### src/ivf_defines.vh
/*
 * constants for the input over-voltage fault response block:
 * command codes, register reset values, field positions and encodings.
 * assumes it is included by every design file that needs them.
 */
`ifndef IVF_DEFINES_VH
`define IVF_DEFINES_VH

// ----------------------------------------------------------------
// register command codes, reset values and unknown-code read value
// ----------------------------------------------------------------
`define IVF_CMD_THR     8'h55
`define IVF_CMD_ACT     8'h56
`define IVF_THR_RST     16'h7bff
`define IVF_ACT_RST     8'h80
`define IVF_RD_NONE     8'hff

// ----------------------------------------------------------------
// action byte fields
// ----------------------------------------------------------------
`define IVF_RSP_HI      7
`define IVF_RSP_LO      6
`define IVF_RTY_HI      5
`define IVF_RTY_LO      3
`define IVF_DLY_HI      2
`define IVF_DLY_LO      0
`define IVF_RSP_IGNORE  2'b00
`define IVF_RSP_CONT    2'b01
`define IVF_RSP_DISR    2'b10
`define IVF_RSP_LATCH   2'b11
`define IVF_RTY_NONE    3'b000
`define IVF_RTY_FOREVER 3'b111

// ----------------------------------------------------------------
// linear word format and bus constants
// ----------------------------------------------------------------
`define IVF_LIN_ESGN    15
`define IVF_LIN_EHI     14
`define IVF_LIN_ELO     11
`define IVF_LIN_MHI     10
`define IVF_LIN_MLO     0
`define IVF_SMB_ADDR    7'h40
`define IVF_BIT_LAST    4'd7
`define IVF_BYTE_BITS   4'd8

`endif

### src/ivf_smb_slave.v
/*
 * byte-level serial management bus slave: start/stop detection,
 * address match, write bytes out, read bytes in from the owner.
 * assumes scl and sda arrive from pins, asynchronous to clock_i,
 * and that the bus clock is much slower than clock_i.
 */
`timescale 1ns/1ps
`include "ivf_defines.vh"

module ivf_smb_slave #(
	parameter [6:0] ADDR = `IVF_SMB_ADDR
) (
	// clock and reset
	input  wire       clock_i,
	input  wire       srst_i,
	// bus pins
	input  wire       scl_i,
	input  wire       sda_i,
	output wire       sda_o,
	output reg        sda_oe_n_o,
	// received bytes
	output reg        rx_valid_o,
	output reg        rx_first_o,
	output reg  [7:0] rx_data_o,
	// transmitted bytes
	output reg  [3:0] tx_idx_o,
	input  wire [7:0] tx_data_i
);

	// ----------------------------------------------------------------
	// states
	// ----------------------------------------------------------------
	localparam [2:0] S_IDLE = 3'd0;
	localparam [2:0] S_ADDR = 3'd1;
	localparam [2:0] S_AACK = 3'd2;
	localparam [2:0] S_WR   = 3'd3;
	localparam [2:0] S_WACK = 3'd4;
	localparam [2:0] S_RD   = 3'd5;
	localparam [2:0] S_RACK = 3'd6;

	reg  [2:0] state;     // bus position
	reg  [3:0] bitcnt;    // bits in current byte
	reg  [7:0] sh;        // shift register
	reg        rw;        // read direction
	reg        nack;      // master refused more data
	reg  [3:0] widx;      // write byte index
	reg        scl_m;     // first sync stage
	reg        scl_s;     // second sync stage
	reg        scl_d;     // for edge detect
	reg        sda_m;
	reg        sda_s;
	reg        sda_d;

	// open drain: only ever pull low
	assign sda_o = 1'b0;

	// ----------------------------------------------------------------
	// pin synchronisers
	// ----------------------------------------------------------------
	// first stage feeds only the second one
	always @(posedge clock_i) begin
		if (srst_i) begin
			{scl_m, scl_s, scl_d} <= 3'b111;
			{sda_m, sda_s, sda_d} <= 3'b111;
		end else begin
			{scl_m, scl_s, scl_d} <= {scl_i, scl_m, scl_s};
			{sda_m, sda_s, sda_d} <= {sda_i, sda_m, sda_s};
		end
	end

	wire scl_rise = scl_s & ~scl_d;
	wire scl_fall = ~scl_s & scl_d;
	wire bus_start = scl_s & scl_d & sda_d & ~sda_s;
	wire bus_stop  = scl_s & scl_d & ~sda_d & sda_s;

	// ----------------------------------------------------------------
	// byte engine
	// ----------------------------------------------------------------
	// sda changes only after scl falls, so sync lag is harmless
	always @(posedge clock_i) begin
		if (srst_i) begin
			state      <= S_IDLE;
			bitcnt     <= 4'd0;
			sh         <= 8'h00;
			rw         <= 1'b0;
			nack       <= 1'b1;
			widx       <= 4'd0;
			sda_oe_n_o <= 1'b1;
			rx_valid_o <= 1'b0;
			rx_first_o <= 1'b0;
			rx_data_o  <= 8'h00;
			tx_idx_o   <= 4'd0;
		end else begin
			rx_valid_o <= 1'b0;
			if (bus_start) begin
				// repeated start also lands here
				state      <= S_ADDR;
				bitcnt     <= 4'd0;
				sda_oe_n_o <= 1'b1;
			end else if (bus_stop) begin
				state      <= S_IDLE;
				sda_oe_n_o <= 1'b1;
			end else if (scl_rise) begin
				case (state)
					S_ADDR, S_WR: begin
						sh     <= {sh[6:0], sda_s};
						bitcnt <= bitcnt + 4'd1;
					end
					S_RACK:  nack <= sda_s;
					default: nack <= nack;
				endcase
			end else if (scl_fall) begin
				case (state)
					S_ADDR: if (bitcnt == `IVF_BYTE_BITS) begin
						if (sh[7:1] == ADDR) begin
							sda_oe_n_o <= 1'b0;
							rw         <= sh[0];
							widx       <= 4'd0;
							tx_idx_o   <= 4'd0;
							state      <= S_AACK;
						end else begin
							state <= S_IDLE;
						end
					end
					S_AACK: begin
						bitcnt <= 4'd0;
						if (rw) begin
							sh         <= tx_data_i;
							sda_oe_n_o <= tx_data_i[7];
							state      <= S_RD;
						end else begin
							sda_oe_n_o <= 1'b1;
							state      <= S_WR;
						end
					end
					S_WR: if (bitcnt == `IVF_BYTE_BITS) begin
						rx_data_o  <= sh;
						rx_first_o <= (widx == 4'd0);
						rx_valid_o <= 1'b1;
						sda_oe_n_o <= 1'b0;
						state      <= S_WACK;
					end
					S_WACK: begin
						sda_oe_n_o <= 1'b1;
						bitcnt     <= 4'd0;
						widx       <= (widx == 4'hf) ? widx : widx + 4'd1;
						state      <= S_WR;
					end
					S_RD: begin
						bitcnt <= bitcnt + 4'd1;
						if (bitcnt == `IVF_BIT_LAST) begin
							sda_oe_n_o <= 1'b1;
							tx_idx_o   <= tx_idx_o + 4'd1;
							state      <= S_RACK;
						end else begin
							sh         <= {sh[6:0], 1'b0};
							sda_oe_n_o <= sh[6];
						end
					end
					S_RACK: begin
						if (nack) begin
							state <= S_IDLE;
						end else begin
							sh         <= tx_data_i;
							sda_oe_n_o <= tx_data_i[7];
							bitcnt     <= 4'd0;
							state      <= S_RD;
						end
					end
					default: state <= S_IDLE;
				endcase
			end
		end
	end

endmodule

### src/ivf_fault_top.v
/*
 * input over-voltage fault response: threshold and action registers
 * reached over the management bus, comparison of the measured input
 * against the threshold, and the ignore / delay / shutdown / retry /
 * latch-off sequencing of the output enable.
 * assumes vin_meas_i, unit_cycles_i and the clear and fault strobes
 * come from logic on clock_i; on_cmd_i and the bus pins are async.
 */
`timescale 1ns/1ps
`include "ivf_defines.vh"

// Notes on behaviour
// - sixteen bit threshold register, word access, linear
// - action byte register, byte access
// - response 00: keep regulating through the fault
// - response 01: run for delay, then retry
// - response 10: disable output at once, then retry
// - response 11: stay off until fault cleared
// - retry 000: never restart, stay off
// - retry 1..6: that many attempts, then off
// - attempts spaced by delay count times unit
// - retry 111: retry forever until off or fault
// - delay field counts two to the field units
// - time unit length comes from separate register
module ivf_fault_top #(
	parameter [6:0] SMB_ADDR = `IVF_SMB_ADDR,
	parameter       UNIT_W   = 24
) (
	// clock and reset
	input  wire              clock_i,
	input  wire              srst_i,
	// management bus pins
	input  wire              scl_i,
	input  wire              sda_i,
	output wire              sda_o,
	output wire              sda_oe_n_o,
	// measurement and configuration
	input  wire [15:0]       vin_meas_i,
	input  wire [UNIT_W-1:0] unit_cycles_i,
	// commands and other faults
	input  wire              on_cmd_i,
	input  wire              other_fault_i,
	input  wire              status_clear_i,
	input  wire              clear_faults_i,
	// results
	output reg               output_enable_o,
	output reg               fault_status_o,
	output reg               fault_active_o,
	output reg               latched_off_o
);

	// ----------------------------------------------------------------
	// sequencer states
	// ----------------------------------------------------------------
	localparam [2:0] ST_RUN    = 3'd0;  // output on, no action pending
	localparam [2:0] ST_DELAY  = 3'd1;  // output on, delay running
	localparam [2:0] ST_SPACE  = 3'd2;  // output off, waiting to retry
	localparam [2:0] ST_LATCH  = 3'd3;  // output off until cleared
	localparam [2:0] ST_CMDOFF = 3'd4;  // commanded off

	// ----------------------------------------------------------------
	// functions
	// ----------------------------------------------------------------
	// linear word to fixed point scaled by two to the sixteenth;
	// flipping the exponent sign bit adds the bias of sixteen
	function signed [47:0] ivf_lin;
		input [15:0] w;
		reg signed [47:0] m;
		reg [4:0] sh;
		begin
			m = {{37{w[`IVF_LIN_MHI]}}, w[`IVF_LIN_MHI:`IVF_LIN_MLO]};
			sh = {~w[`IVF_LIN_ESGN], w[`IVF_LIN_EHI:`IVF_LIN_ELO]};
			ivf_lin = m <<< sh;
		end
	endfunction

	// delay field to unit count, one to one hundred twenty eight
	function [7:0] ivf_pow2;
		input [2:0] code;
		begin
			ivf_pow2 = 8'h01 << code;
		end
	endfunction

	// ----------------------------------------------------------------
	// declarations
	// ----------------------------------------------------------------
	reg  [15:0]       thr;        // fault threshold word
	reg  [7:0]        act;        // action byte
	reg  [7:0]        cmd;        // last command code
	reg  [7:0]        lo_byte;    // low byte of a word write
	reg  [3:0]        wr_idx;     // data byte index after command
	reg  [2:0]        state;      // sequencer state
	reg  [2:0]        tries;      // attempts still allowed
	reg  [7:0]        units;      // time units left in timer
	reg  [UNIT_W-1:0] cyc;        // cycles into current unit
	reg               on_m;       // on command sync stage one
	reg               on_s;       // on command sync stage two
	reg  [7:0]        tx_data;    // read data for the slave
	wire              rx_valid;
	wire              rx_first;
	wire [7:0]        rx_data;
	wire [3:0]        tx_idx;
	wire [1:0]        rsp;
	wire [2:0]        rty;
	wire [2:0]        dly;
	wire              fault_now;
	wire              clr;
	wire [UNIT_W-1:0] last_cyc;
	wire              tdone;

	// ----------------------------------------------------------------
	// bus slave
	// ----------------------------------------------------------------
	ivf_smb_slave #(
		.ADDR       (SMB_ADDR)
	) u_slave (
		.clock_i    (clock_i),
		.srst_i     (srst_i),
		.scl_i      (scl_i),
		.sda_i      (sda_i),
		.sda_o      (sda_o),
		.sda_oe_n_o (sda_oe_n_o),
		.rx_valid_o (rx_valid),
		.rx_first_o (rx_first),
		.rx_data_o  (rx_data),
		.tx_idx_o   (tx_idx),
		.tx_data_i  (tx_data)
	);

	// ----------------------------------------------------------------
	// register writes
	// ----------------------------------------------------------------
	// word data arrives low byte first; the word lands only when
	// the high byte does, so a short write leaves the old value
	always @(posedge clock_i) begin
		if (srst_i) begin
			thr     <= `IVF_THR_RST;
			act     <= `IVF_ACT_RST;
			cmd     <= 8'h00;
			lo_byte <= 8'h00;
			wr_idx  <= 4'd0;
		end else if (rx_valid) begin
			if (rx_first) begin
				// command byte opens a new transfer
				cmd    <= rx_data;
				wr_idx <= 4'd0;
			end else begin
				wr_idx <= (wr_idx == 4'hf) ? wr_idx : wr_idx + 4'd1;
				if (cmd == `IVF_CMD_THR) begin
					if (wr_idx == 4'd0) begin
						lo_byte <= rx_data;
					end else if (wr_idx == 4'd1) begin
						thr <= {rx_data, lo_byte};
					end
				end else if (cmd == `IVF_CMD_ACT) begin
					if (wr_idx == 4'd0) begin
						act <= rx_data;
					end
				end
			end
		end
	end

	// ----------------------------------------------------------------
	// register reads
	// ----------------------------------------------------------------
	// unknown codes read as all ones, like a released line
	always @* begin
		if (cmd == `IVF_CMD_THR) begin
			tx_data = (tx_idx == 4'd0) ? thr[7:0] : thr[15:8];
		end else if (cmd == `IVF_CMD_ACT) begin
			tx_data = act;
		end else begin
			tx_data = `IVF_RD_NONE;
		end
	end

	// ----------------------------------------------------------------
	// field decode and fault detect
	// ----------------------------------------------------------------
	assign rsp = act[`IVF_RSP_HI:`IVF_RSP_LO];
	assign rty = act[`IVF_RTY_HI:`IVF_RTY_LO];
	assign dly = act[`IVF_DLY_HI:`IVF_DLY_LO];

	// signed compare after normalising both linear words
	assign fault_now = ivf_lin(vin_meas_i) > ivf_lin(thr);

	// any of the software clears
	assign clr = status_clear_i | clear_faults_i;

	// ----------------------------------------------------------------
	// on command synchroniser
	// ----------------------------------------------------------------
	// pin level, so two flops before anything reads it
	always @(posedge clock_i) begin
		if (srst_i) begin
			on_m <= 1'b0;
			on_s <= 1'b0;
		end else begin
			on_m <= on_cmd_i;
			on_s <= on_m;
		end
	end

	// ----------------------------------------------------------------
	// delay timer
	// ----------------------------------------------------------------
	// a zero unit length is treated as one cycle per unit
	assign last_cyc = (unit_cycles_i == {UNIT_W{1'b0}}) ?
		{UNIT_W{1'b0}} : unit_cycles_i - {{(UNIT_W-1){1'b0}}, 1'b1};
	assign tdone = (units == 8'd1) && (cyc >= last_cyc);

	// ----------------------------------------------------------------
	// sequencer
	// ----------------------------------------------------------------
	// off command and other faults override every state; the
	// timer counts first and a state may reload it below
	always @(posedge clock_i) begin
		if (srst_i) begin
			state <= ST_CMDOFF;
			tries <= 3'd0;
			units <= 8'd0;
			cyc   <= {UNIT_W{1'b0}};
		end else begin
			// timer runs whenever units remain
			if (units != 8'd0) begin
				if (cyc >= last_cyc) begin
					cyc   <= {UNIT_W{1'b0}};
					units <= units - 8'd1;
				end else begin
					cyc <= cyc + {{(UNIT_W-1){1'b0}}, 1'b1};
				end
			end
			if (!on_s) begin
				// off ends any retry loop; on again clears
				state <= ST_CMDOFF;
				units <= 8'd0;
			end else if (other_fault_i) begin
				state <= ST_LATCH;
				units <= 8'd0;
			end else begin
				case (state)
					ST_RUN: begin
						if (fault_now) begin
							case (rsp)
								`IVF_RSP_IGNORE: state <= ST_RUN;
								`IVF_RSP_CONT: begin
									units <= ivf_pow2(dly);
									cyc   <= {UNIT_W{1'b0}};
									state <= ST_DELAY;
								end
								`IVF_RSP_DISR: begin
									// shut down now, retry policy next
									if (rty == `IVF_RTY_NONE) begin
										state <= ST_LATCH;
									end else begin
										tries <= rty;
										units <= ivf_pow2(dly);
										cyc   <= {UNIT_W{1'b0}};
										state <= ST_SPACE;
									end
								end
								default: state <= ST_LATCH;
							endcase
						end
					end
					ST_DELAY: begin
						if (!fault_now) begin
							// fault went away while running
							state <= ST_RUN;
							units <= 8'd0;
						end else if (tdone) begin
							if (rty == `IVF_RTY_NONE) begin
								state <= ST_LATCH;
							end else begin
								tries <= rty;
								units <= ivf_pow2(dly);
								cyc   <= {UNIT_W{1'b0}};
								state <= ST_SPACE;
							end
						end
					end
					ST_SPACE: begin
						if (tdone) begin
							if (!fault_now) begin
								// restart attempt succeeds
								state <= ST_RUN;
							end else if ((rty == `IVF_RTY_FOREVER) || (tries > 3'd1)) begin
								// attempt failed, space the next one
								if (rty != `IVF_RTY_FOREVER) begin
									tries <= tries - 3'd1;
								end
								units <= ivf_pow2(dly);
								cyc   <= {UNIT_W{1'b0}};
							end else begin
								state <= ST_LATCH;
							end
						end
					end
					ST_LATCH: begin
						if (clr) begin
							state <= ST_RUN;
						end
					end
					ST_CMDOFF: state <= ST_RUN;
					default:   state <= ST_LATCH;
				endcase
			end
		end
	end

	// ----------------------------------------------------------------
	// outputs
	// ----------------------------------------------------------------
	// status bit: a fault in the clear cycle still sets it
	always @(posedge clock_i) begin
		if (srst_i) begin
			output_enable_o <= 1'b0;
			fault_status_o  <= 1'b0;
			fault_active_o  <= 1'b0;
			latched_off_o   <= 1'b0;
		end else begin
			output_enable_o <= on_s & ((state == ST_RUN) | (state == ST_DELAY));
			fault_status_o  <= fault_now | (fault_status_o & ~clr);
			fault_active_o  <= fault_now;
			latched_off_o   <= (state == ST_LATCH);
		end
	end

endmodule

### config.mk
export PLATFORM = sky130hd
export DESIGN_NAME = ivf_fault_top
export DESIGN_NICKNAME = d
export VERILOG_FILES = /design/src/ivf_smb_slave.v /design/src/ivf_fault_top.v
export VERILOG_INCLUDE_DIRS = /design/src
export SDC_FILE = /design/constraint.sdc
export NUM_CORES = 1
export LEC_CHECK = 0
export BUFFER_PORTS_ARGS = -buffer_cell sky130_fd_sc_hd__buf_2
export CORE_AREA = 2 2 179 181
export DETAILED_ROUTE_END_ITERATION = 10
export DIE_AREA = 0 0 181 183
export PLACE_DENSITY = 0.57
export SKIP_LAST_GASP = 1
export SLEW_MARGIN = 20
export SYNTH_ARGS = -nofsm -noshare
export SYNTH_HDL_FRONTEND = slang
export SYNTH_HIERARCHICAL = 1
export SYNTH_SLANG_ARGS = --single-unit
### constraint.sdc
create_clock -name clock_i -period 5.4 [get_ports clock_i]
set_clock_uncertainty 0.2 [all_clocks]
set_input_delay 0.81 -clock clock_i [delete_from_list [all_inputs] [get_ports clock_i]]
set_output_delay 0.81 -clock clock_i [all_outputs]
set_load 0.05 [all_outputs]
Word-level counts from Yosys, hierarchy flattened. Cells that the tools add are included.

Bits in registers: 130. Input port bits: 48. Output and inout bits: 6. Logic and storage cells: 257.

Add/subtract/negate cells: 8. Order comparisons: 3. Eq/ne operators: 51. Shift operators: 3. Mux-type cells: 88. Bitwise gates (word level): 29. Reductions and logical operators: 42.

Operator list (count): 24-bit two-way mux (12); 8-bit two-way mux (18); 11-bit by 5-bit <<< shifter with 48-bit output (2); 24-bit one-hot mux with 3 select lines (1); 3-bit two-way mux (22); 48-bit > comparator (1); 24-bit one-hot mux with 2 select lines (1); 8-bit one-hot mux with 3 select lines (2); 4-bit two-way mux (10); 5-bit AND reduction (6); 24-bit by 1-bit adder with 24-bit output, second input constant (1); 24-bit greater-or-equal comparator (1); 24-bit zero test (1); 8-bit AND reduction (3); 24-bit by 1-bit subtractor with 24-bit output, second input constant (1); 2-bit != test, second input constant (10); 3-bit != test, second input constant (6); 3-bit one-hot mux with 6 select lines (1); 1-bit inverter (17); 4-bit by 1-bit adder with 4-bit output, second input constant (4); 8-bit by 7-bit equality test with 1-bit output, second input constant (2); 4-bit one-hot mux with 2 select lines (2); 8-bit one-hot mux with 2 select lines (1); 3-bit equality test, second input constant (5); 45 further kinds (94).

Depth between registers and ports, before layout. Gate-level depths: netlist of the first run.

Word-level depth: 11. Gate-level depth with buffers: 21.

Hierarchy. The synthesis of the first run kept the hierarchy.

Modules (own cells, without submodules): ivf_fault_top (times used 1, cells an instance 1173, area each 8548.2 um^2, seq. area each 1761.7 um^2); ivf_smb_slave (times used 1, cells an instance 250, area each 2245.9 um^2, seq. area each 840.8 um^2).

Worst setup path before layout of the first run. OpenSTA, ideal clock, no wires.

Kind: input port to flip-flop. Start point: input vin_meas_i[12]. End point: register cyc[10]. Library setup time: 0.115 ns. Arrival time: 4.847 ns. Required time: 5.085 ns. Path slack: 0.238 ns. Stages: 19. Path buffers: 3. Path through: clkbuf_1 -> clkbuf_1 -> mux2i_1 -> a21oi_1 -> a21oi_1 -> nand2_1 -> a21oi_1 -> nor2_1 -> ha_1 -> a21o_1 -> a21o_1 -> a221oi_1 -> a21oi_1 -> nor4_4 -> mux2i_1 -> a21oi_2 -> o41ai_4 -> buf_6 -> nor2_1.

Word-level cells in the longest chain between the ends: 7.

RTL lines: from (decl) (line ivf_fault_top.v:38) `input wire [15:0] vin_meas_i,`; 11-bit by 5-bit <<< shifter with 48-bit output (*) (line ivf_fault_top.v:73) `ivf_lin = m <<< sh;`; 48-bit > comparator (*) (line ivf_fault_top.v:187) `assign fault_now = ivf_lin(vin_meas_i) > ivf_lin(thr);`; 24-bit two-way mux (line ivf_fault_top.v:286) `if (!fault_now) begin`; 24-bit two-way mux (line ivf_fault_top.v:285) `if (tdone) begin`; 24-bit one-hot mux with 3 select lines (*) (line ivf_fault_top.v:243) `case (state)`; 24-bit two-way mux (*) (line ivf_fault_top.v:239) `end else if (other_fault_i) begin`; 24-bit two-way mux (*) (line ivf_fault_top.v:235) `if (!on_s) begin`; to (signal assigned) (line ivf_fault_top.v:232) `cyc <= cyc + {{(UNIT_W-1){1'b0}}, 1'b1};`; to (signal assigned) (line ivf_fault_top.v:250) `cyc <= {UNIT_W{1'b0}};`; to (signal assigned) (line ivf_fault_top.v:295) `cyc <= {UNIT_W{1'b0}};`; to (decl) (line ivf_fault_top.v:96) `reg [UNIT_W-1:0] cyc;`.

Every way passes the cells marked *; elsewhere a longest branch is shown, timed or not. A chain may end at the register's enable or synchronous reset.

Final worst setup path of the first run.
Start point: input vin_meas_i[12]. End point: register cyc[19].

Same word-level chain as after synthesis.

==> flow_summary.ini, run 1 <==
[clocking]
tritoncts = yes
cts-resized-gates = 0
numClockSinks = 130
clk_pin_slew_worst_paths_ps = 60
cts_inserted_buffers = 17
post_cts_buffers = 0
root_driver = sky130_fd_sc_hd__clkbuf_16
clock_tree.htree_level_count = 4
skew_pair_late_insertion_delay_ps = 420
cts_hold_repair.buffers = 0
ctsLongestPathBuffers = 2

[global_routing]
globalRouteOverflowTotal = 0
grt_start_max_net_pins = 78
first_global_vias = 9513
gr-usage-all-layers_pct = 17.2
global_route_wire_length_before_repair_um = 47300
number_of_antenna_violations_at_the_first_check_in_global_routing = 0

[final_layout]
final_design_area_no_fill_um2 = 12100
number_of_diodes_added_for_antenna_fixing = 0
layout-drive-gt1-share_pct = 11.3
area_growth_pct = 12.4
stdcell_count = 1868
nFillCells = 3242
fin_nets = 1589

[sta]
worst_slew_margin_rel_pct = 31.8
period_minus_slack_ps = 4960
final-hold-violation-count = 0
setup-tns-final_ps = 0
rsz0062_at_grt = false
fin_hold_ws_ps = 212
slew_violations = 0
timing.fmax_mhz = 202
tightest_slew_ps = 1020
timing.final.setup_violations = 0
worst_slack_ps = 443
final.period_utilization_pct = 91.8

[floorplan]
core_area_um2 = 31200
die_height_um = 183
die-width_um = 181
start_util_pct = 34.6
placement_rows = 65
die_area_um2 = 33100
ios = 54

[placed_design]
instance_area_after_placement_um2 = 11500
dp.final_hpwl_um = 21900
detailedPlace.worstSlack_ps = 83.6
port-buffer-count = 52
finalWeightedCongestion = 0.894
numPlacedInstances = 1836

[detailed_routing]
route.detailed.drc = 0
first_iter_violations = 682
antenna_left = 0
route.vias.total = 10100
post_drt_via_cell_ratio = 5.41
dr.pass1.iters = 5
totalWireLength_um = 28500
routedWlPerCell_um = 15.3

[setup_path]
crit_required_ps = 5510
slowest_stage = sky130_fd_sc_hd__o21ai_0
worst-path-buf-inv = 3
critical_path_arrival_ps = 5070
worst_path_dominant_cell_family = compound AO/OA/AOI/OAI gates
crit_chain = buf_2 -> mux2_2 -> o21ai_0 -> nor2_1 -> a211oi_1 -> a21oi_1 -> o21a_1 -> ha_1 -> nand4_1 -> nor4_2 -> a221oi_1 -> a21oi_1 -> nor4_4 -> mux2i_1 -> buf_4 -> a21oi_2 -> o41ai_4 -> buf_12 -> nor2_1
worst_r2r_startpoint = thr[12]$_SDFFE_PP1P_
crit_path_end_kind = register
worstSetupStartpointType = input pin
critical_path.max_stage_delay_ps = 420
timing_worst_setup_path_type = in -> reg
worst-path-stages = 19
timing.critical_path.fanout_max = 24
worst-r2r-cell-count = 21
crit_path_start = vin_meas_i[12]

[logic_synthesis]
asyncSetResetFlopFracSynth_pct = 0
largest_cells_by_area_after_synthesis = sky130_fd_sc_hd__dfxtp_1 24%, sky130_fd_sc_hd__ha_1 10%, sky130_fd_sc_hd__mux2i_1 8.4%
synth_commonest_cells = 190 x sky130_fd_sc_hd__nor2_1, 182 x sky130_fd_sc_hd__nand2_1, 130 x sky130_fd_sc_hd__dfxtp_1
yosysWarnings = 6
synth_fp_nets = 1559
ys_seq_area_share_pct = 24.1
synth_edf_count = 0
average_cell_area_after_synthesis_um2 = 7.59
synth_flop_cell = sky130_fd_sc_hd__dfxtp_1
post_synthesis_cell_area_um2 = 10800
synth.most_common_cell = sky130_fd_sc_hd__nor2_1
number_of_library_cell_types_mapped_by_synthesis = 85
synth_largest_area_cell = sky130_fd_sc_hd__dfxtp_1
post_synth_inst_count = 1423
netlist.area_leader.share_pct = 24.1
synth_seq_cells = 130

[power]
vdd_drop_max_mv = 0.213
power.density_nw_per_um2 = 208
power_leakage_nw = 4.84

[hold_path]
hold_path.startpoint = u_slave/sda_m$_SDFF_PP1_
timing.hold.worst.class = reg -> reg
worst_hold_path.num_cells = 1

[status]
run_status = finished clean

[flow_run]
timing.max_cap.violations = 0
## layer usage
metal	track usage [%]	routed length (um)
met1	22.1	13400
met2	30.2	13600
met3	2.94	1120
met4	3.67	371
met5	0	0
## cells in the final DEF, fill, tap and decap left out, types with 8 or more instances in the layout
cell type | synthesis | final
sky130_fd_sc_hd__nor2_1 | 190 | 190
sky130_fd_sc_hd__nand2_1 | 182 | 182
sky130_fd_sc_hd__mux2i_1 | 91 | 91
sky130_fd_sc_hd__nand4_1 | 19 | 19
sky130_fd_sc_hd__ha_1 | 88 | 88
sky130_fd_sc_hd__o22ai_1 | 10 | 10
sky130_fd_sc_hd__dfxtp_1 | 130 | 130
sky130_fd_sc_hd__mux2_2 | 13 | 13
sky130_fd_sc_hd__a21o_1 | 15 | 15
sky130_fd_sc_hd__xnor2_1 | 18 | 18
sky130_fd_sc_hd__a31oi_1 | 21 | 21
sky130_fd_sc_hd__a22oi_1 | 11 | 11
sky130_fd_sc_hd__o21a_1 | 8 | 8
sky130_fd_sc_hd__inv_1 | 36 | 36
sky130_fd_sc_hd__xor2_1 | 29 | 29
sky130_fd_sc_hd__nor2b_1 | 21 | 21
sky130_fd_sc_hd__nand3b_1 | 14 | 14
sky130_fd_sc_hd__and3_1 | 16 | 16
sky130_fd_sc_hd__and2_1 | 15 | 15
sky130_fd_sc_hd__o21ai_0 | 79 | 79
sky130_fd_sc_hd__nand3_1 | 32 | 32
sky130_fd_sc_hd__buf_2 | 6 | 52
sky130_fd_sc_hd__a211oi_1 | 15 | 15
sky130_fd_sc_hd__or2_2 | 12 | 12
sky130_fd_sc_hd__nor3b_1 | 11 | 11
sky130_fd_sc_hd__clkbuf_16 | 0 | 17
sky130_fd_sc_hd__o211ai_1 | 10 | 10
sky130_fd_sc_hd__nand2b_1 | 17 | 17
sky130_fd_sc_hd__nor3_1 | 26 | 26
sky130_fd_sc_hd__a21oi_1 | 94 | 94
sky130_fd_sc_hd__nor4_1 | 15 | 15
sky130_fd_sc_hd__buf_4 | 4 | 32
## final cells by class
type	instances	area (um2)	share of cell area (%)
Clock inverter	14	201	1.66
Timing Repair Buffer	85	520	4.29
Clock buffer	18	429	3.54
Multi-Input combinational cell	1180	7730	63.7
Sequential cell	130	2600	21.5
Inverter	39	146	1.21
Tap cell	402	503	4.15
## registers in the layout, summed over array words and instances, names as in the netlist, 3 cells and up
register and count:
tries 3, u_slave/bitcnt 4, u_slave/state 3, act 8, u_slave/rx_data_o 8, wr_idx 4, units 8, cyc 24
thr 16, state 3, u_slave/tx_idx_o 4, u_slave/widx 4, u_slave/sh 8, lo_byte 8, cmd 8
## kinds of logic after synthesis
kind of cell | after synthesis | share of synthesized area [%]
simple gates | 608 | 27.4
fa+ha+maj | 88 | 10.2
mux | 106 | 10.1
xor+xnor | 47 | 3.81
compound gates | 330 | 20.0
other cells | 1 | 0.0347
buf+inv | 113 | 4.29
flops | 130 | 24.1
## per-stage QoR
step	utilization (%)	power, mW
final	38.8	2.52
after global routing	38.8	2.62
after CTS	38.8	2.54
after detailed placement	36.8	1.29
after global placement	36.8	1.29
after floorplan	-	1.20
## power breakdown
| group | switching, mW | leakage (nW) | internal (mW) |
|---|---|---|---|
| Clock | 0.467 | 0.296 | 0.780 |
| Sequential | 0.00756 | 1.05 | 0.965 |
| Combinational | 0.181 | 3.49 | 0.118 |
| Total | 0.656 | 4.84 | 1.86 |
## worst paths after layout
path	to	slack, ps
worst min-delay path	u_slave/sda_s$_SDFF_PP1_	210
worst max register to register	cyc[19]$_SDFF_PP0_	560
worst max-delay path	cyc[19]$_SDFF_PP0_	440
worst min register to register	u_slave/sda_s$_SDFF_PP1_	210
No activity file was read; power rests on OpenSTA's default activity.
==> inputs of run 2 (changes only) <==
--- a/config.mk
+++ b/config.mk
@@ -6,11 +6,14 @@
 export SDC_FILE = /design/constraint.sdc
 export NUM_CORES = 1
 export LEC_CHECK = 0
+export ABC_AREA = 1
 export BUFFER_PORTS_ARGS = -buffer_cell sky130_fd_sc_hd__buf_2
-export CORE_AREA = 2 2 179 181
+export CAP_MARGIN = 20
+export CORE_AREA = 2 2 185 187
 export DETAILED_ROUTE_END_ITERATION = 10
-export DIE_AREA = 0 0 181 183
+export DIE_AREA = 0 0 187 189
 export PLACE_DENSITY = 0.57
+export SETUP_SLACK_MARGIN = 0.02
 export SKIP_LAST_GASP = 1
 export SLEW_MARGIN = 20
 export SYNTH_ARGS = -nofsm -noshare
==> run 2 against run 1 <==
  * Register-to-register slack improved by 80 ps
  * Non-clock buffer count shrank 24
  * Clock-buffer cell count rose by 2
  * Clock power down 9%
  * Synthesized cell count rose by 32%
  * Routed wire length up 9.5%
  * Synthesized area is 6.8% higher
  * Cell count is 26% higher
  * Fmax rose by 4.0%
  * Flip-flop and latch count unchanged
  * Critical path type is now reg -> reg
==> flow_summary.ini, run 2 <==
[status]
run_status = finished clean

[logic_synthesis]
synth-compound-area-share_pct = 16.6
yosys.area_share.simple_pct = 38.7
synth_largest_area_cell = sky130_fd_sc_hd__dfxtp_1
asyncSetResetFlopFracSynth_pct = 0
average_cell_area_after_synthesis_um2 = 6.12
synth.most_common_cell = sky130_fd_sc_hd__nand2_1
synth_edf_count = 0
ys_seq_area_share_pct = 22.6
synth_flop_cell = sky130_fd_sc_hd__dfxtp_1
synth_fp_nets = 2021
post_synthesis_cell_area_um2 = 11500
combinational_family_with_the_most_area_after_synthesis = simple AND/OR/NAND/NOR gates
post_synth_inst_count = 1885
synthXorXnorAreaFrac_pct = 2.05
synth-adder-area-share_pct = 9.55
netlist.area_leader.share_pct = 22.6
synth_seq_cells = 130
post_synth_mux_area_share_pct = 0.695
largest_cells_by_area_after_synthesis = sky130_fd_sc_hd__dfxtp_1 23%, sky130_fd_sc_hd__nand2_1 15%, sky130_fd_sc_hd__ha_1 9.6%
synth_commonest_cells = 458 x sky130_fd_sc_hd__nand2_1, 243 x sky130_fd_sc_hd__nor2_1, 193 x sky130_fd_sc_hd__inv_1, 193 x sky130_fd_sc_hd__o21ai_0, 131 x sky130_fd_sc_hd__nand3_1
yosysWarnings = 6
number_of_library_cell_types_mapped_by_synthesis = 52

[global_routing]
grt_start_max_net_pins = 43
global_route_wire_length_before_repair_um = 53400
globalRouteOverflowTotal = 0
gr-usage-all-layers_pct = 18.0
first_global_vias = 11100
number_of_antenna_violations_at_the_first_check_in_global_routing = 1

[sta]
timing.fmax_mhz = 210
tightest_slew_ps = 1110
timing.final.setup_violations = 0
final-hold-violation-count = 0
fin_hold_ws_ps = 206
period_minus_slack_ps = 4760
final.period_utilization_pct = 88.2
rsz0062_at_grt = false
worst_slack_ps = 636
setup-tns-final_ps = 0
slew_violations = 0
worst_slew_margin_rel_pct = 25.7

[floorplan]
die_height_um = 189
ios = 54
die_area_um2 = 35300
start_util_pct = 34.6
placement_rows = 67
core_area_um2 = 33300
die-width_um = 187

[power]
vdd_drop_max_mv = 0.181
power_leakage_nw = 5.95
power.density_nw_per_um2 = 191

[detailed_routing]
route.vias.total = 11800
routedWlPerCell_um = 13.2
routed.top_layer = met5
antenna_left = 0
detail_route.wirelength.met1_um = 15100
post_drt_via_cell_ratio = 5.00
dr.pass1.iters = 5
met2_length_um = 14300
first_iter_violations = 778
totalWireLength_um = 31200
dr_wl_met3_um = 1120
route.detailed.drc = 0

[clocking]
ctsLongestPathBuffers = 2
tritoncts = yes
root_driver = sky130_fd_sc_hd__clkbuf_16
clock_tree.htree_level_count = 4
cts_hold_repair.buffers = 0
cts_inserted_buffers = 17
clk_pin_slew_worst_paths_ps = 60
numClockSinks = 130
skew_pair_late_insertion_delay_ps = 420

[hold_path]
worst_hold_path.num_cells = 2
hold_path_end = on_s$_SDFF_PP0_
timing.hold.worst.class = reg -> reg
hold_path.startpoint = on_m$_SDFF_PP0_

[final_layout]
layout-drive-gt1-share_pct = 10.3
largest_register_ff_count = 24
number_of_diodes_added_for_antenna_fixing = 0
post_route_utilization_pct = 38.2
top_register = cyc
mostFrequentLayoutCells = 458 x sky130_fd_sc_hd__nand2_1, 242 x sky130_fd_sc_hd__nor2_1, 193 x sky130_fd_sc_hd__inv_1, 193 x sky130_fd_sc_hd__o21ai_0, 131 x sky130_fd_sc_hd__nand3_1
nFillCells = 3678
register_area_um2 = 2600
area_growth_pct = 10.2
reg_top3 = cyc x24, thr x16
fin_nets = 2036
mostFrequentLayoutCell = sky130_fd_sc_hd__nand2_1
multi_input_area_um2 = 7800

[setup_path]
reg2reg_setup_slack_ps = 640
slowest_stage = sky130_fd_sc_hd__dfxtp_1
timing.critical_path.fanout_max = 24
cp_common_cell = sky130_fd_sc_hd__o21ai_0
worst-r2r-cell-count = 23
rr_endpoint = cyc[21]$_SDFF_PP0_
crit_chain = inv_1 -> o21ai_0 -> or2_2 -> o21ai_0 -> mux2i_1 -> o21ai_0 -> or2_2 -> ha_1 -> a21oi_1 -> o21ai_0 -> a21oi_1 -> nand2_1 -> nand2_1 -> nand3_1 -> nand2_2 -> nand3_4 -> nor2_8 -> nand2_4 -> nand2_2 -> nand2_2 -> nor3_4 -> buf_12 -> nor2_1
timing_worst_setup_path_type = reg -> reg
crit_required_ps = 5500
worstSetupStartpointType = register
crit_path_end_kind = register
worst_r2r_startpoint = thr[11]$_SDFFE_PP1P_
critical_path_arrival_ps = 4870
critical_path.max_stage_delay_ps = 620

[flow_run]
timing.max_cap.violations = 0

[placed_design]
finalWeightedCongestion = 0.906
dp.final_hpwl_um = 24300
port-buffer-count = 52
detailedPlace.worstSlack_ps = 245
-- run 2: cell types whose count changed after synthesis, sizes merged, moves of 15 or more --
cell,delta
nand2,+296
nor2b,-21
inv,+170
nand3,+104
mux2i,-83
nand2b,-18
mux2,-15
a31oi,-21
a211oi,-18
and2,-16
nor2,+76
o21ai,+115
and3,-15
nor3,+23
-- run 2: routing by layer --
| metal | GRT usage [%] | vias up |
|---|---|---|
| met1 | 24.0 | 5309 |
| met3 | 2.45 | 51 |
| li1 | - | 6208 |
| met2 | 30.4 | 237 |
| met4 | 5.34 | 2 |
| met5 | 0 | - |
-- run 2: timing repair --
item | 4_1_cts | 5_1_grt
gates resized for setup | 0 | 1
setup buffers | 0 | 0
endpoints found under the setup margin | 0 | 3
hold endpoints to repair | 0 | 0
-- run 2: cells by family (layout without fill, tap and decap cells) --
group,after synthesis,after routing
multiplexers,8,8
flip-flops,130,130
buffers and inverters,280,308
AO/OA/AOI/OAI,350,350
other,1,1
XOR/XNOR,27,27
AND/OR/NAND/NOR,1001,1001
adder cells (fa/ha/maj),88,88
-- run 2: power breakdown --
part / internal [mW] / total, mW / switching (mW)
clock: 0.693 / 1.14 / 0.447
combinational: 0.106 / 0.318 / 0.212
sequential: 0.966 / 0.972 / 0.00605
total: 1.76 / 2.43 / 0.666
-- run 2: area by class of cell --
cell class	instances	area share [%]
Multi-Input combinational cell	1475	61.4
Sequential cell	130	20.5
Inverter	215	6.41
Tap cell	448	4.41
Clock buffer	20	3.52
Timing Repair Buffer	61	2.68
Clock inverter	12	1.05
-- run 2: worst max path at each step --
stage / startpoint / endpoint / slack [ps] / cells after the start
2_1_floorplan: unit_cycles_i[1] / cyc[10]$_SDFF_PP0_ / 960 / 28
3_3_place_gp: unit_cycles_i[5] / cyc[19]$_SDFF_PP0_ / 340 / 27
3_5_place_dp: unit_cycles_i[5] / cyc[19]$_SDFF_PP0_ / 250 / 27
4_1_cts: thr[11]$_SDFFE_PP1P_ / units[5]$_SDFF_PP0_ / 550 / 22
5_1_grt: unit_cycles_i[5] / units[1]$_SDFF_PP0_ / 160 / 30
6_report: thr[11]$_SDFFE_PP1P_ / cyc[21]$_SDFF_PP0_ / 640 / 23
-- run 2: worst max-delay path, delay by kind of cell (launching register included) --
kind,cells,cell delay [ps]
compound gates,6,1030
fa+ha+maj,1,290
buf+inv,2,450
flops,1,620
mux,1,320
simple gates,13,1730
-- run 2: per-stage QoR --
stage	power [mW]	instance area [um2]	std cells
floorplan	1.22	11500	1885
global placement	1.31	12100	2329
detailed placement	1.31	12100	2329
CTS	2.46	12700	2361
global route	2.55	12700	2361
finish	2.43	12700	2361
==> inputs of run 3 (changes only) <==
--- a/config.mk
+++ b/config.mk
@@ -12,6 +12,7 @@
 export CORE_AREA = 2 2 185 187
 export DETAILED_ROUTE_END_ITERATION = 10
 export DIE_AREA = 0 0 187 189
+export MAX_ROUTING_LAYER = met4
 export PLACE_DENSITY = 0.57
 export SETUP_SLACK_MARGIN = 0.02
 export SKIP_LAST_GASP = 1
==> run 3 against run 2 <==
  * First-iteration DRC count shrank 9.0%
  * Largest power group unchanged
  * Total power fell by 2.3%
  * Fmax down 2.5%
  * Critical endpoint is now units[5]$_SDFF_PP0_
  * Routed wire length up 0.31%
  * Highest routed layer is now met4
==> flow_summary.ini, run 3 (synthesis gave the netlist of run 2 again) <==
[status]
run_status = finished clean

[floorplan]
placement_rows = 67
die_height_um = 189
die-width_um = 187
start_util_pct = 34.6
core_area_um2 = 33300
die_area_um2 = 35300
ios = 54

[global_routing]
grt_start_max_net_pins = 43
first_global_vias = 11100
global_route_wire_length_before_repair_um = 53100
number_of_antenna_violations_at_the_first_check_in_global_routing = 1
globalRouteOverflowTotal = 0
gr-usage-all-layers_pct = 18.4

[detailed_routing]
totalWireLength_um = 31300
route.detailed.drc = 0
post_drt_via_cell_ratio = 5.00
routedWlPerCell_um = 13.3
dr.pass1.iters = 5
first_iter_violations = 708
antenna_left = 0
route.vias.total = 11800

[setup_path]
worstSetupStartpointType = register
crit_path_end_kind = register
rr_endpoint = units[5]$_SDFF_PP0_
worst_r2r_startpoint = thr[11]$_SDFFE_PP1P_
timing_worst_setup_path_type = reg -> reg
timing.critical_path.fanout_max = 18
critical_path_arrival_ps = 5000
worst-r2r-cell-count = 22
crit_required_ps = 5510
reg2reg_setup_slack_ps = 520

[hold_path]
timing.hold.worst.class = reg -> reg
hold_path_end = on_s$_SDFF_PP0_
worst_hold_path.num_cells = 2
hold_path.startpoint = on_m$_SDFF_PP0_

[sta]
final.period_utilization_pct = 90.5
tightest_slew_ps = 1100
worst_slew_margin_rel_pct = 25.8
timing.final.setup_violations = 0
timing.fmax_mhz = 205
period_minus_slack_ps = 4880
final-hold-violation-count = 0
worst_slack_ps = 516
rsz0062_at_grt = false
setup-tns-final_ps = 0
slew_violations = 0

[placed_design]
detailedPlace.worstSlack_ps = 97.2
finalWeightedCongestion = 0.909
port-buffer-count = 52
dp.final_hpwl_um = 24400

[clocking]
skew_pair_late_insertion_delay_ps = 420
root_driver = sky130_fd_sc_hd__clkbuf_16
tritoncts = yes
post_cts_buffers = 0
ctsLongestPathBuffers = 2
numClockSinks = 130
clock_tree.htree_level_count = 4
cts_inserted_buffers = 17
clk_pin_slew_worst_paths_ps = 70

[final_layout]
nFillCells = 3671
reg_top3 = cyc x24, thr x16
fin_nets = 2035
post_route_utilization_pct = 38.1
mostFrequentLayoutCells = 458 x sky130_fd_sc_hd__nand2_1, 243 x sky130_fd_sc_hd__nor2_1, 193 x sky130_fd_sc_hd__inv_1, 193 x sky130_fd_sc_hd__o21ai_0, 131 x sky130_fd_sc_hd__nand3_1
area_growth_pct = 9.90
largest_register_ff_count = 24
layout-drive-gt1-share_pct = 10.4
mostFrequentLayoutCell = sky130_fd_sc_hd__nand2_1
top_register = cyc

[power]
power_leakage_nw = 5.93
power.density_nw_per_um2 = 188
vdd_drop_max_mv = 0.188

[flow_run]
timing.max_cap.violations = 0
## run 3: how the worst max path moves through the flow
stage,endpoint,slack [ps],from
5_1_grt,units[5]$_SDFF_PP0_,50,thr[11]$_SDFFE_PP1P_
6_report,units[5]$_SDFF_PP0_,520,thr[11]$_SDFFE_PP1P_
3_5_place_dp,cyc[19]$_SDFF_PP0_,100,unit_cycles_i[5]
3_3_place_gp,cyc[19]$_SDFF_PP0_,260,unit_cycles_i[1]
4_1_cts,cyc[22]$_SDFF_PP0_,530,unit_cycles_i[5]
2_1_floorplan,cyc[10]$_SDFF_PP0_,960,unit_cycles_i[1]
## run 3: routing by layer
layer	track usage [%]	wire length (um)	vias to the layer above
li1	-	-	6218
met1	23.3	15200	5337
met2	31.2	14600	212
met3	2.13	983	33
met4	4.61	464	0
met5	-	0	-
## run 3: timing repair
action,in CTS,in global routing
hold buffers,0,0
endpoints found under the setup margin,0,1
gates resized for setup,0,1
hold endpoints to repair,0,0
## run 3: where the power goes
part | total [mW] | leakage, nW | switching, mW | internal (mW)
Combinational | 0.319 | 4.61 | 0.213 | 0.106
Sequential | 0.972 | 1.05 | 0.00619 | 0.966
Clock | 1.09 | 0.261 | 0.487 | 0.599
Total | 2.38 | 5.93 | 0.706 | 1.67
## run 3: per-stage QoR
stage               instance area (um2)  power [mW]  hold slack [ps]  cells
global route                      12700        2.50              225   2361
finish                            12700        2.38              207   2361
floorplan                         11500        1.22              188   1885
detailed placement                12100        1.31              197   2328
global placement                  12100        1.31              194   2328
CTS                               12700        2.41              210   2360
## run 3: worst max-delay path, stage by stage, from the launching register on
cell and delay, ps:
sky130_fd_sc_hd__dfxtp_1 620, sky130_fd_sc_hd__inv_1 240, sky130_fd_sc_hd__o21ai_0 270, sky130_fd_sc_hd__or2_2 150, sky130_fd_sc_hd__o21ai_0 110, sky130_fd_sc_hd__mux2i_1 310, sky130_fd_sc_hd__o21ai_0 200, sky130_fd_sc_hd__or2_2 320
sky130_fd_sc_hd__ha_1 290, sky130_fd_sc_hd__a21oi_1 130, sky130_fd_sc_hd__o21ai_0 110, sky130_fd_sc_hd__a21oi_1 180, sky130_fd_sc_hd__nand2_1 70, sky130_fd_sc_hd__nand2_1 90, sky130_fd_sc_hd__nand3_1 90, sky130_fd_sc_hd__nand2_2 130
sky130_fd_sc_hd__nand3_4 170, sky130_fd_sc_hd__nor2_1 560, sky130_fd_sc_hd__o211ai_1 180, sky130_fd_sc_hd__nand2_1 130, sky130_fd_sc_hd__nand2_1 50, sky130_fd_sc_hd__nor2_1 110, sky130_fd_sc_hd__nor2_1 50
## run 3: cell type report
cell class / instances / area (um2) / area share [%]
clock inverters: 15 / 124 / 0.978
inverters: 215 / 815 / 6.43
multi-input cells: 1475 / 7810 / 61.6
well taps: 448 / 561 / 4.42
repair buffers: 60 / 333 / 2.63
diodes: 1 / 2.50 / 0.0198
flip-flops and latches: 130 / 2600 / 20.5
clock buffers: 17 / 425 / 3.36
